## src/rtl/gate_seq_cfg.svh

```systemverilog
// Timing and reset constants of the gate sequencer.
`ifndef GATE_SEQ_CFG_SVH
`define GATE_SEQ_CFG_SVH

// ----------------------------------------------------------------------------
// Clock
// ----------------------------------------------------------------------------
`define GS_CLK_MHZ 40
`define GS_CNT_W 16

// ----------------------------------------------------------------------------
// Times in ns and derived cycle counts
// ----------------------------------------------------------------------------
`define GS_RESTART_NS 50000
`define GS_RESTART_CYC ((`GS_RESTART_NS * `GS_CLK_MHZ) / 1000)
`define GS_MIN_OFF_NS 2500
`define GS_MIN_OFF_CYC ((`GS_MIN_OFF_NS * `GS_CLK_MHZ + 999) / 1000)
`define GS_MAX_ON_NS 23000
`define GS_MAX_ON_CYC ((`GS_MAX_ON_NS * `GS_CLK_MHZ) / 1000)
`define GS_TURN_ON_WAIT_NS 1350
`define GS_TURN_ON_WAIT_CYC ((`GS_TURN_ON_WAIT_NS * `GS_CLK_MHZ + 999) / 1000)

// ----------------------------------------------------------------------------
// Reset values
// ----------------------------------------------------------------------------
`define GS_SYNC_RST 1'b0

`endif

```

## src/rtl/gate_seq_pkg.sv

```systemverilog
// Types shared by the gate sequencer modules.
package gate_seq_pkg;

    // ------------------------------------------------------------------------
    // Comparator decisions and sequencer states
    // ------------------------------------------------------------------------
    typedef struct packed {
        logic supply_ok;
        logic zero_current;
        logic overvoltage;
        logic ramp_reached;
    } cmp_t;

    typedef enum logic [2:0] {
        ST_IDLE,
        ST_OFF,
        ST_WAIT,
        ST_ON,
        ST_OVP
    } seq_state_t;

endpackage : gate_seq_pkg

```

## src/rtl/critical_conduction_gate_sequencer.sv

```systemverilog
// Switching sequencer of a critical conduction power factor controller.
`timescale 1ns/100ps
`include "gate_seq_cfg.svh"

// Behaviour
// - Start only once supply lockout reports the start threshold reached.
// - Supply falling to stop level forces gate low and returns to idle.
// - On-width grows softly, following the rising compensation compare.
// - Gate off for the restart interval triggers an own on pulse.
// - Normally zero current detect, not the restart timer, ends off time.
// - Every on period ends by the max on interval at the latest.
// - Zero current while off turns the gate on after the turn-on wait.
// - The turn-on wait is a configurable duration.
// - Gate stays off at least the min off interval each cycle.
// - If min off outlasts freewheeling, wait it out, then proceed.
// - Overvoltage drives the gate low at once and halts switching.
// - Resume after overvoltage only once the comparator releases.
// - On time ends when the ramp reaches the compensation level.
// - Switching self-starts and alternates on and off continuously.
module critical_conduction_gate_sequencer
    import gate_seq_pkg::*;
#(
    parameter logic [`GS_CNT_W-1:0] MAX_ON_CYC = `GS_CNT_W'(`GS_MAX_ON_CYC),
    parameter logic [`GS_CNT_W-1:0] TURN_ON_WAIT_CYC = `GS_CNT_W'(`GS_TURN_ON_WAIT_CYC),
    parameter logic [`GS_CNT_W-1:0] RESTART_CYC = `GS_CNT_W'(`GS_RESTART_CYC),
    parameter logic [`GS_CNT_W-1:0] MIN_OFF_CYC = `GS_CNT_W'(`GS_MIN_OFF_CYC)
) (
    input wire logic SYS_CLK_IN,
    input wire logic SRST_IN,
    input wire logic SUPPLY_LOCKOUT_OK_IN,
    input wire logic ZERO_CURRENT_DETECT_IN,
    input wire logic OVERVOLTAGE_GUARD_IN,
    input wire logic RAMP_REACHED_IN,
    output logic GATE_OUT,
    output logic RUNNING_OUT,
    output logic OVERVOLTAGE_HALT_OUT
);

    // ------------------------------------------------------------------------
    // Input synchronisers
    // ------------------------------------------------------------------------
    cmp_t raw;
    cmp_t cmp;

    assign raw = '{supply_ok: SUPPLY_LOCKOUT_OK_IN,
                   zero_current: ZERO_CURRENT_DETECT_IN,
                   overvoltage: OVERVOLTAGE_GUARD_IN,
                   ramp_reached: RAMP_REACHED_IN};

    genvar gi;
    generate
        for (gi = 0; gi < 4; gi++) begin : g_sync
            cmp_sync u_sync (
                .clk_in(SYS_CLK_IN),
                .rst_in(SRST_IN),
                .d_in(raw[gi]),
                .q_out(cmp[gi])
            );
        end
    endgenerate

    // ------------------------------------------------------------------------
    // Timers
    // ------------------------------------------------------------------------
    seq_state_t state_r;
    seq_state_t state_nxt;
    logic gate_r;
    logic gate_nxt;
    logic gate_fall;
    logic off_clear;
    logic phase_clear;
    logic [`GS_CNT_W-1:0] off_cnt;
    logic [`GS_CNT_W-1:0] phase_cnt;

    // restart off timers on gate fall
    assign gate_fall = gate_r && !gate_nxt;
    // Off timer also holds at zero while idle or halted, so the restart
    // interval is measured from the moment switching is permitted.
    assign off_clear = gate_fall || gate_r || state_r == ST_IDLE || state_r == ST_OVP;
    // Phase timer times the on period and the turn-on wait.
    assign phase_clear = state_nxt != state_r;

    interval_timer u_off_timer (
        .clk_in(SYS_CLK_IN),
        .rst_in(SRST_IN),
        .clear_in(off_clear),
        .count_out(off_cnt)
    );

    interval_timer u_phase_timer (
        .clk_in(SYS_CLK_IN),
        .rst_in(SRST_IN),
        .clear_in(phase_clear),
        .count_out(phase_cnt)
    );

    // ------------------------------------------------------------------------
    // Sequencer
    // ------------------------------------------------------------------------
    logic min_off_done;
    logic restart_due;
    logic on_end;

    assign min_off_done = off_cnt >= MIN_OFF_CYC - `GS_CNT_W'(1);
    assign restart_due = off_cnt >= RESTART_CYC - `GS_CNT_W'(1);
    // ramp compare or max on ends the pulse
    assign on_end = cmp.ramp_reached || phase_cnt >= MAX_ON_CYC - `GS_CNT_W'(1);

    always_comb begin
        state_nxt = state_r;
        gate_nxt = 1'b0;
        if (!cmp.supply_ok) begin
            state_nxt = ST_IDLE;
        end else if (cmp.overvoltage && state_r != ST_IDLE) begin
            state_nxt = ST_OVP;
        end else begin
            case (state_r)
                ST_IDLE: begin
                    state_nxt = ST_OFF;
                end
                // off period ends on zero current or restart
                ST_OFF: begin
                    if (min_off_done && restart_due) begin
                        state_nxt = ST_ON;
                        gate_nxt = 1'b1;
                    end else if (min_off_done && cmp.zero_current) begin
                        state_nxt = ST_WAIT;
                    end
                end
                ST_WAIT: begin
                    if (phase_cnt >= TURN_ON_WAIT_CYC - `GS_CNT_W'(1)) begin
                        state_nxt = ST_ON;
                        gate_nxt = 1'b1;
                    end
                end
                // on width follows the compensation compare
                ST_ON: begin
                    if (on_end) begin
                        state_nxt = ST_OFF;
                    end else begin
                        gate_nxt = 1'b1;
                    end
                end
                ST_OVP: begin
                    state_nxt = ST_OFF;
                end
                default: begin
                    state_nxt = ST_IDLE;
                end
            endcase
        end
    end

    always_ff @(posedge SYS_CLK_IN) begin
        if (SRST_IN) begin
            state_r <= ST_IDLE;
            gate_r <= 1'b0;
        end else begin
            state_r <= state_nxt;
            gate_r <= gate_nxt;
        end
    end

    // ------------------------------------------------------------------------
    // Outputs
    // ------------------------------------------------------------------------
    // Gate comes straight from a flip-flop so no comparator glitch reaches the driver.
    assign GATE_OUT = gate_r;
    assign RUNNING_OUT = state_r != ST_IDLE;
    assign OVERVOLTAGE_HALT_OUT = state_r == ST_OVP;

endmodule : critical_conduction_gate_sequencer

```

## src/rtl/cmp_sync.sv

```systemverilog
// Two-stage synchroniser for one comparator bit.
`timescale 1ns/100ps
`include "gate_seq_cfg.svh"

module cmp_sync (
    input wire logic clk_in,
    input wire logic rst_in,
    input wire logic d_in,
    output logic q_out
);

    logic meta_r;
    logic meta_nxt;
    logic q_r;
    logic q_nxt;

    always_comb begin
        meta_nxt = d_in;
        q_nxt = meta_r;
    end

    always_ff @(posedge clk_in) begin
        if (rst_in) begin
            meta_r <= `GS_SYNC_RST;
            q_r <= `GS_SYNC_RST;
        end else begin
            meta_r <= meta_nxt;
            q_r <= q_nxt;
        end
    end

    assign q_out = q_r;

endmodule : cmp_sync

```

## src/rtl/interval_timer.sv

```systemverilog
// Up counter that restarts on demand and saturates.
`timescale 1ns/100ps
`include "gate_seq_cfg.svh"

module interval_timer (
    input wire logic clk_in,
    input wire logic rst_in,
    input wire logic clear_in,
    output logic [`GS_CNT_W-1:0] count_out
);

    logic [`GS_CNT_W-1:0] cnt_r;
    logic [`GS_CNT_W-1:0] cnt_nxt;

    // Saturation keeps a long idle from wrapping and retriggering early.
    always_comb begin
        if (clear_in) begin
            cnt_nxt = '0;
        end else if (cnt_r != {`GS_CNT_W{1'b1}}) begin
            cnt_nxt = cnt_r + `GS_CNT_W'(1);
        end else begin
            cnt_nxt = cnt_r;
        end
    end

    always_ff @(posedge clk_in) begin
        if (rst_in) begin
            cnt_r <= '0;
        end else begin
            cnt_r <= cnt_nxt;
        end
    end

    assign count_out = cnt_r;

endmodule : interval_timer

```

## config.mk

```make
export PLATFORM = sky130hd
export DESIGN_NAME = critical_conduction_gate_sequencer
export DESIGN_NICKNAME = d
export VERILOG_FILES = /design/src/rtl/gate_seq_pkg.sv /design/src/rtl/critical_conduction_gate_sequencer.sv /design/src/rtl/cmp_sync.sv /design/src/rtl/interval_timer.sv
export VERILOG_INCLUDE_DIRS = /design/src /design/src/rtl
export SDC_FILE = /design/constraint.sdc
export NUM_CORES = 1
export LEC_CHECK = 0
export BUFFER_PORTS_ARGS = -buffer_cell sky130_fd_sc_hd__buf_2
export CORE_MARGIN = 4
export CORE_UTILIZATION = 30
export DETAILED_ROUTE_END_ITERATION = 12
export PLACE_DENSITY = 0.45
export REMOVE_ABC_BUFFERS = 1
export SYNTH_ARGS = -nofsm -noshare
export SYNTH_HDL_FRONTEND = slang
export SYNTH_SLANG_ARGS = --single-unit
```

## constraint.sdc

```tcl
create_clock -name SYS_CLK_IN -period 5.1 [get_ports SYS_CLK_IN]
set_input_delay 0.51 -clock SYS_CLK_IN [delete_from_list [all_inputs] [get_ports SYS_CLK_IN]]
set_output_delay 0.51 -clock SYS_CLK_IN [all_outputs]
set_load 0.01 [all_outputs]
```

# Word level (Yosys, flattened, before mapping)

Index checks and enable logic that the tools add are counted.

Reductions and logical operators: 14
Muxes and demuxes: 13
Add/subtract/negate cells: 2
Order comparisons: 4
Eq/ne operators: 7

Operators by type and width:

| operator              | number |
|---|---|
| $add 16x1->16 const B | 2 |
| $ne 16x16->1 const B  | 2 |
| $mux 3                | 6 |
| $ge 16x10->1 const B  | 1 |
| $ge 16x11->1 const B  | 1 |
| $ge 16x6->1 const B   | 1 |
| $ge 16x7->1 const B   | 1 |
| $pmux 3 s4            | 1 |
| $eq 3x2->1 const B    | 2 |
| $reduce_or 2->1       | 3 |
| $mux 1                | 5 |
| $logic_and 1x1->1     | 4 |
| $logic_or 1x1->1      | 4 |
| $eq 3x1->1 const B    | 1 |
| $eq 3x3->1 const B    | 1 |
| $logic_not 3->1       | 1 |
| $ne 3x3->1            | 1 |
| $pmux 1 s3            | 1 |
| $reduce_bool 3->1     | 1 |
| $logic_not 1->1       | 1 |

Register bits after elaboration: 44
Output and inout port bits: 3

# Longest topological paths before layout

Depth after elaboration: 12
Mapped depth: 9
Gate-level depth less buffers: 8

# Modules after synthesis

From an unflattened synthesis, not the netlist that was laid out.

Cells, all modules: 283
Area, all modules: 2419.8 sq um

Modules (own cells, without submodules):

| module                             | area an instance (sq um) | cells an instance | sequential area each (sq um) | instances |
|---|---|---|---|---|
| interval_timer                     | 835.8                    | 93                | 320.3                        | 2 |
| critical_conduction_gate_sequencer | 538.0                    | 81                | 80.1                         | 1 |
| cmp_sync                           | 52.6                     | 4                 | 40.0                         | 4 |

# Worst setup path after synthesis

Ideal clock, no wire load.

Path type: reg-to-reg
From: register u_off_timer.cnt_r[0] (netlist: u_off_timer.count_out[0])
To: register u_phase_timer.cnt_r[15] (netlist: u_phase_timer.count_out[15])
Arrival: 2.024 ns
Period minus slack after synthesis: 2.112 ns
Data required time: 5.012 ns
Path buffers: 1
Slack: 2.988 ns
Stages on the path, launching flop included: 9
Cell sequence: dfxtp_1 > ha_1 > or4_4 > a31oi_4 > a22oi_1 > a32oi_1 > o21ai_2 > buf_6 > nor4_2

Word-level cells in the longest chain between the ends: 9

RTL lines:

| what                          | line                                      | RTL |
|---|---|---|
| start, declared               | interval_timer.sv:12                      | `` logic [`GS_CNT_W-1:0] cnt_r; `` |
| start signal, assigned        | interval_timer.sv:30                      | `cnt_r <= cnt_nxt;` |
| $ge 16x7->1                   | critical_conduction_gate_sequencer.sv:104 | `` assign min_off_done = off_cnt >= MIN_OFF_CYC - `GS_CNT_W'(1); `` |
| $logic_and 1x1->1             | critical_conduction_gate_sequencer.sv:126 | `end else if (min_off_done && cmp.zero_current) begin` |
| $mux 3                        | critical_conduction_gate_sequencer.sv:126 |  |
| $mux 3 (*)                    | critical_conduction_gate_sequencer.sv:123 | `if (min_off_done && restart_due) begin` |
| $pmux 3 s4 (*)                | critical_conduction_gate_sequencer.sv:117 | `case (state_r)` |
| $mux 3 (*)                    | critical_conduction_gate_sequencer.sv:114 | `end else if (cmp.overvoltage && state_r != ST_IDLE) begin` |
| $mux 3 (*)                    | critical_conduction_gate_sequencer.sv:112 | `if (!cmp.supply_ok) begin` |
| $ne 3x3->1 (*)                | critical_conduction_gate_sequencer.sv:81  | `assign phase_clear = state_nxt != state_r;` |
| $reduce_or 2->1 (no line) (*) | -                                         |  |
| end signal, assigned          | interval_timer.sv:30                      |  |
| end, declared                 | interval_timer.sv:12                      |  |

Every way passes the cells marked *; elsewhere a longest branch is shown, timed or not.
A chain may end at the register's enable or synchronous reset.

# Worst setup path in the final report

From: register u_phase_timer.cnt_r[0] (netlist: u_phase_timer.count_out[0])
To: register u_phase_timer.cnt_r[9] (netlist: u_phase_timer.count_out[9])

Word-level cells in the longest chain between the ends: 8

RTL lines:

| what                      | line                                      | RTL |
|---|---|---|
| $ge 16x10->1              | critical_conduction_gate_sequencer.sv:107 | `` assign on_end = cmp.ramp_reached \|\| phase_cnt >= MAX_ON_CYC - `GS_CNT_W'(1); `` |
| $logic_or 1x1->1          | critical_conduction_gate_sequencer.sv:107 |  |
| $mux 3                    | critical_conduction_gate_sequencer.sv:138 | `if (on_end) begin` |
| $pmux 3 s4                | critical_conduction_gate_sequencer.sv:117 |  |
| $mux 3                    | critical_conduction_gate_sequencer.sv:114 |  |
| $mux 3                    | critical_conduction_gate_sequencer.sv:112 |  |
| $ne 3x3->1                | critical_conduction_gate_sequencer.sv:81  |  |
| $reduce_or 2->1 (no line) | -                                         |  |

Several ways; a longest one is shown, not always the timed one.

==> impl_metrics.py <==
metrics = {
    "critical_path": {
        "slowest_stage": "nand4_1",
        "critical_path_class": "register to register",
        "crit_fanout": 14,
        "cp_data_required_time_ns": 5.31,
        "crit_chain": "ha_1, nand3_1, nor3_1, nand4_1, nand4_1, xor2_1, nor4_2",
        "cpLargestDelayFamily": "simple AND/OR/NAND/NOR gates",
        "critPathLaunchType": "register",
        "cp_num_buf_inv": 0,
        "cpPeakStageDelay_ns": 0.64,
        "arrival_ns": 2.86,
        "path_common_cell": "nand4_1",
        "reg2reg_slack_ns": 2.45,
        "ff2ff_path_depth": 7,
        "rr_endpoint": "u_phase_timer.count_out[9]",
        "cp-end-kind": "register",
        "crit-reg2reg-launch": "u_phase_timer.count_out[0]",
    },
    "placement": {
        "portBuffers": 8,
        "dp.cells": 351,
        "routabilityCongestion": 0.7775,
        "dp_hpwl_mm": 3.140,
        "dp_slack_ns": 2.443,
    },
    "global_routing": {
        "grt_pass1_vias": 1791,
        "grt-ovfl-total": 0,
        "antenna_found_initial": 0,
        "grt_pass1_wl_mm": 8.031,
        "grt_use_total_pct": 10.96,
        "grt_max_degree": 17,
    },
    "logic_synthesis": {
        "syn_area_per_cell_um2": 9.088,
        "syn_area_mm2": 0.002308,
        "synth_edf_count": 0,
        "synth_cell_types": 50,
        "yosys_warnings": 0,
        "ys.flop_type": "dfxtp_1",
        "yosysSeqAreaShare_pct": 38.16,
        "synthCells": 254,
        "async_reset_ff_share_pct": 0,
        "ys_ff_latch": 44,
    },
    "floorplan": {
        "rows": 31,
        "coreArea_mm2": 0.007370,
        "start_util_pct": 31.32,
        "die_area_mm2": 0.009162,
        "ios": 9,
        "die_h_um": 95.72,
        "die_w_um": 95.72,
    },
    "flow_run": {
        "drv_cap": 0,
    },
    "clocking": {
        "cts_root_buf": "clkbuf_8",
        "clockBufferDepth": 2,
        "clkLatencyLatePin_ns": 0.29,
        "postCtsResizedCells": 0,
        "htreeDepth": 2,
        "numCtsBuffers": 5,
        "postCtsHoldBufs": 0,
        "cts.sinks": 44,
        "post_cts_buffers": 0,
        "clk_pin_slew_ns": 0.09,
        "cts_tree": "done",
    },
    "finish": {
        "final_cells": 358,
        "syn2layout_area_growth_pct": 7.967,
        "antenna_cells": 0,
        "final_core_util_pct": 33.82,
        "drive_gt1_share_pct": 15.06,
        "layout.nets": 269,
    },
    "hold_path": {
        "hp-start": "RAMP_REACHED_IN",
        "whs_endpoint": "g_sync[0].u_sync.meta_r",
        "hold_class": "input pin to register",
        "whs_path_depth": 2,
    },
    "routing": {
        "wl_per_cell_um": 12.84,
        "wl_mm": 4.595,
        "dr_total_vias": 1815,
        "drt_iter0_markers": 67,
        "antenna_left": 0,
        "dr.pass1.iters": 4,
        "via_per_inst": 5.070,
        "drc": 0,
    },
    "power_and_ir_drop": {
        "p_comb_share_pct": 4.4,
        "leakagePower_nw": 0.8339,
        "power_density_mw_per_mm2": 238.0,
        "seq_power_share_pct": 59.5,
        "ir_worst_vdd_uv": 149.4,
        "switching_power_w": 0.0001421,
        "pwr-share-clk_pct": 36.1,
        "total_power_w": 0.0005933,
        "power.share.switching_pct": 23.95,
        "p_int_w": 0.0004512,
    },
    "sta": {
        "report.final.slew_viol_count": 0,
        "slew_headroom_pct": 32.35,
        "worst_pin_slew_ns": 1.015,
        "max_freq_mhz": 377.8,
        "fin_crit_sh_pct": 51.91,
        "setup_ws_ns": 2.453,
        "tns_ns": 0,
        "final-setup-viol-count": 0,
        "rsz0062_at_grt": "no",
        "fin_skew_ns": 0.009039,
        "finalHoldViolCount": 0,
        "period_needed_ns": 2.647,
    },
    "outcome": {
        "status": "finished, final reports clean",
    },
}
==> worst register-to-register path, stage by stage, from the launching register on <==
cell and delay [ns]:
dfxtp_1 0.44, ha_1 0.23, nand3_1 0.14, nor3_1 0.43, nand4_1 0.64, nand4_1 0.34, xor2_1 0.11, nor4_2 0.24
==> logic make-up (layout without fill, tap and decap cells) <==
group / count (synthesis) / in the layout / share of synthesized area (%)
xor gates and xnor gates: 19 / 19 / 7.209
DFF: 44 / 44 / 38.16
adders and majority gates: 4 / 4 / 2.168
buffers and inverters: 14 / 19 / 3.306
muxes: 4 / 4 / 1.734
and+or+nand+nor: 132 / 132 / 34.31
AOI/OAI and AO/OA: 37 / 37 / 13.12
==> placed cells by master (no fill, tap or decap), types with 5 or more instances in the layout <==
cell type / instances
xor2_1: 15
nand2_1: 22
clkbuf_8: 5
or3_1: 6
dfxtp_1: 44
o21ai_0: 7
nand4_1: 8
and3_1: 5
nand3_1: 15
a21oi_1: 7
buf_2: 8
nor3_1: 11
nor2_1: 21
nor4_1: 6
nor4_2: 10
nor2b_1: 10
==> registers in the layout (all words and copies together), names as in the netlist <==
name,flops
GATE_OUT,1
state_r,3
g_sync.u_sync.meta_r,4
g_sync.u_sync.q_out,4
u_phase_timer.count_out,16
u_off_timer.count_out,16
==> cell type report <==
cell class,instances,area (µm²)
clock buffer,5,68.82
multi-input combinational,196,1351
clock inverter,2,12.51
tap,99,123.9
sequential,44,880.8
fill,783,4877
timing repair buffer,8,40.04
inverter,4,15.01
==> metrics by stage <==
stage	cell area, µm²	hold slack (ns)
finish	2492	0.4177
global route	2492	0.4202
CTS	2492	0.4064
detailed placement	2411	0.4274
global placement	2411	0.4177
floorplan	2247	0.4138
==> cell usage after synthesis, types with 4 or more instances <==
library cell	n	area, µm²
xor2_1	15	131.4
nor2b_1	10	62.56
nor2_1	21	78.83
nand3_1	15	75.07
or3_1	6	37.54
inv_1	4	15.01
mux2i_1	4	40.04
clkbuf_1	5	18.77
and3_1	5	31.28
nand4_1	8	50.05
nor3_1	11	55.05
nor4_2	10	125.1
o21ai_0	7	35.03
a21oi_1	7	35.03
xnor2_1	4	35.03
dfxtp_1	44	880.8
ha_1	4	50.05
nand2_1	22	82.58
nor4_1	6	37.54
==> worst max path at each step <==
stage	startpoint	endpoint	slack, ns	cells past startpoint
CTS	u_off_timer.count_out[0]	u_phase_timer.count_out[12]	2.41	7
global placement	u_off_timer.count_out[0]	u_phase_timer.count_out[0]	2.40	7
detailed placement	u_off_timer.count_out[0]	u_phase_timer.count_out[12]	2.44	7
finish	u_phase_timer.count_out[0]	u_phase_timer.count_out[9]	2.45	7
global route	u_phase_timer.count_out[0]	u_phase_timer.count_out[9]	2.15	7
floorplan	u_off_timer.count_out[0]	u_phase_timer.count_out[0]	2.87	7
==> metal layers <==
metal | vias up | wire length (µm) | global-route usage [%]
met5 | - | 0 | 0
met4 | 0 | 58 | 4.028
met3 | 7 | 148 | 2.815
met2 | 25 | 2094 | 17.20
met1 | 844 | 2293 | 14.48
li1 | 939 | - | -
==> power groups by stage <==
stage	logic [W]	clock network [W]	registers [W]
final	0.0000263	0.000214	0.000353
after global routing	0.0000299	0.000238	0.000354
after CTS	0.0000269	0.000224	0.000353
after detailed placement	0.0000267	0	0.000361
after global placement	0.0000270	0	0.000361
after floorplan	0.0000191	0	0.000360
Power figures use the tool's default switching activity.
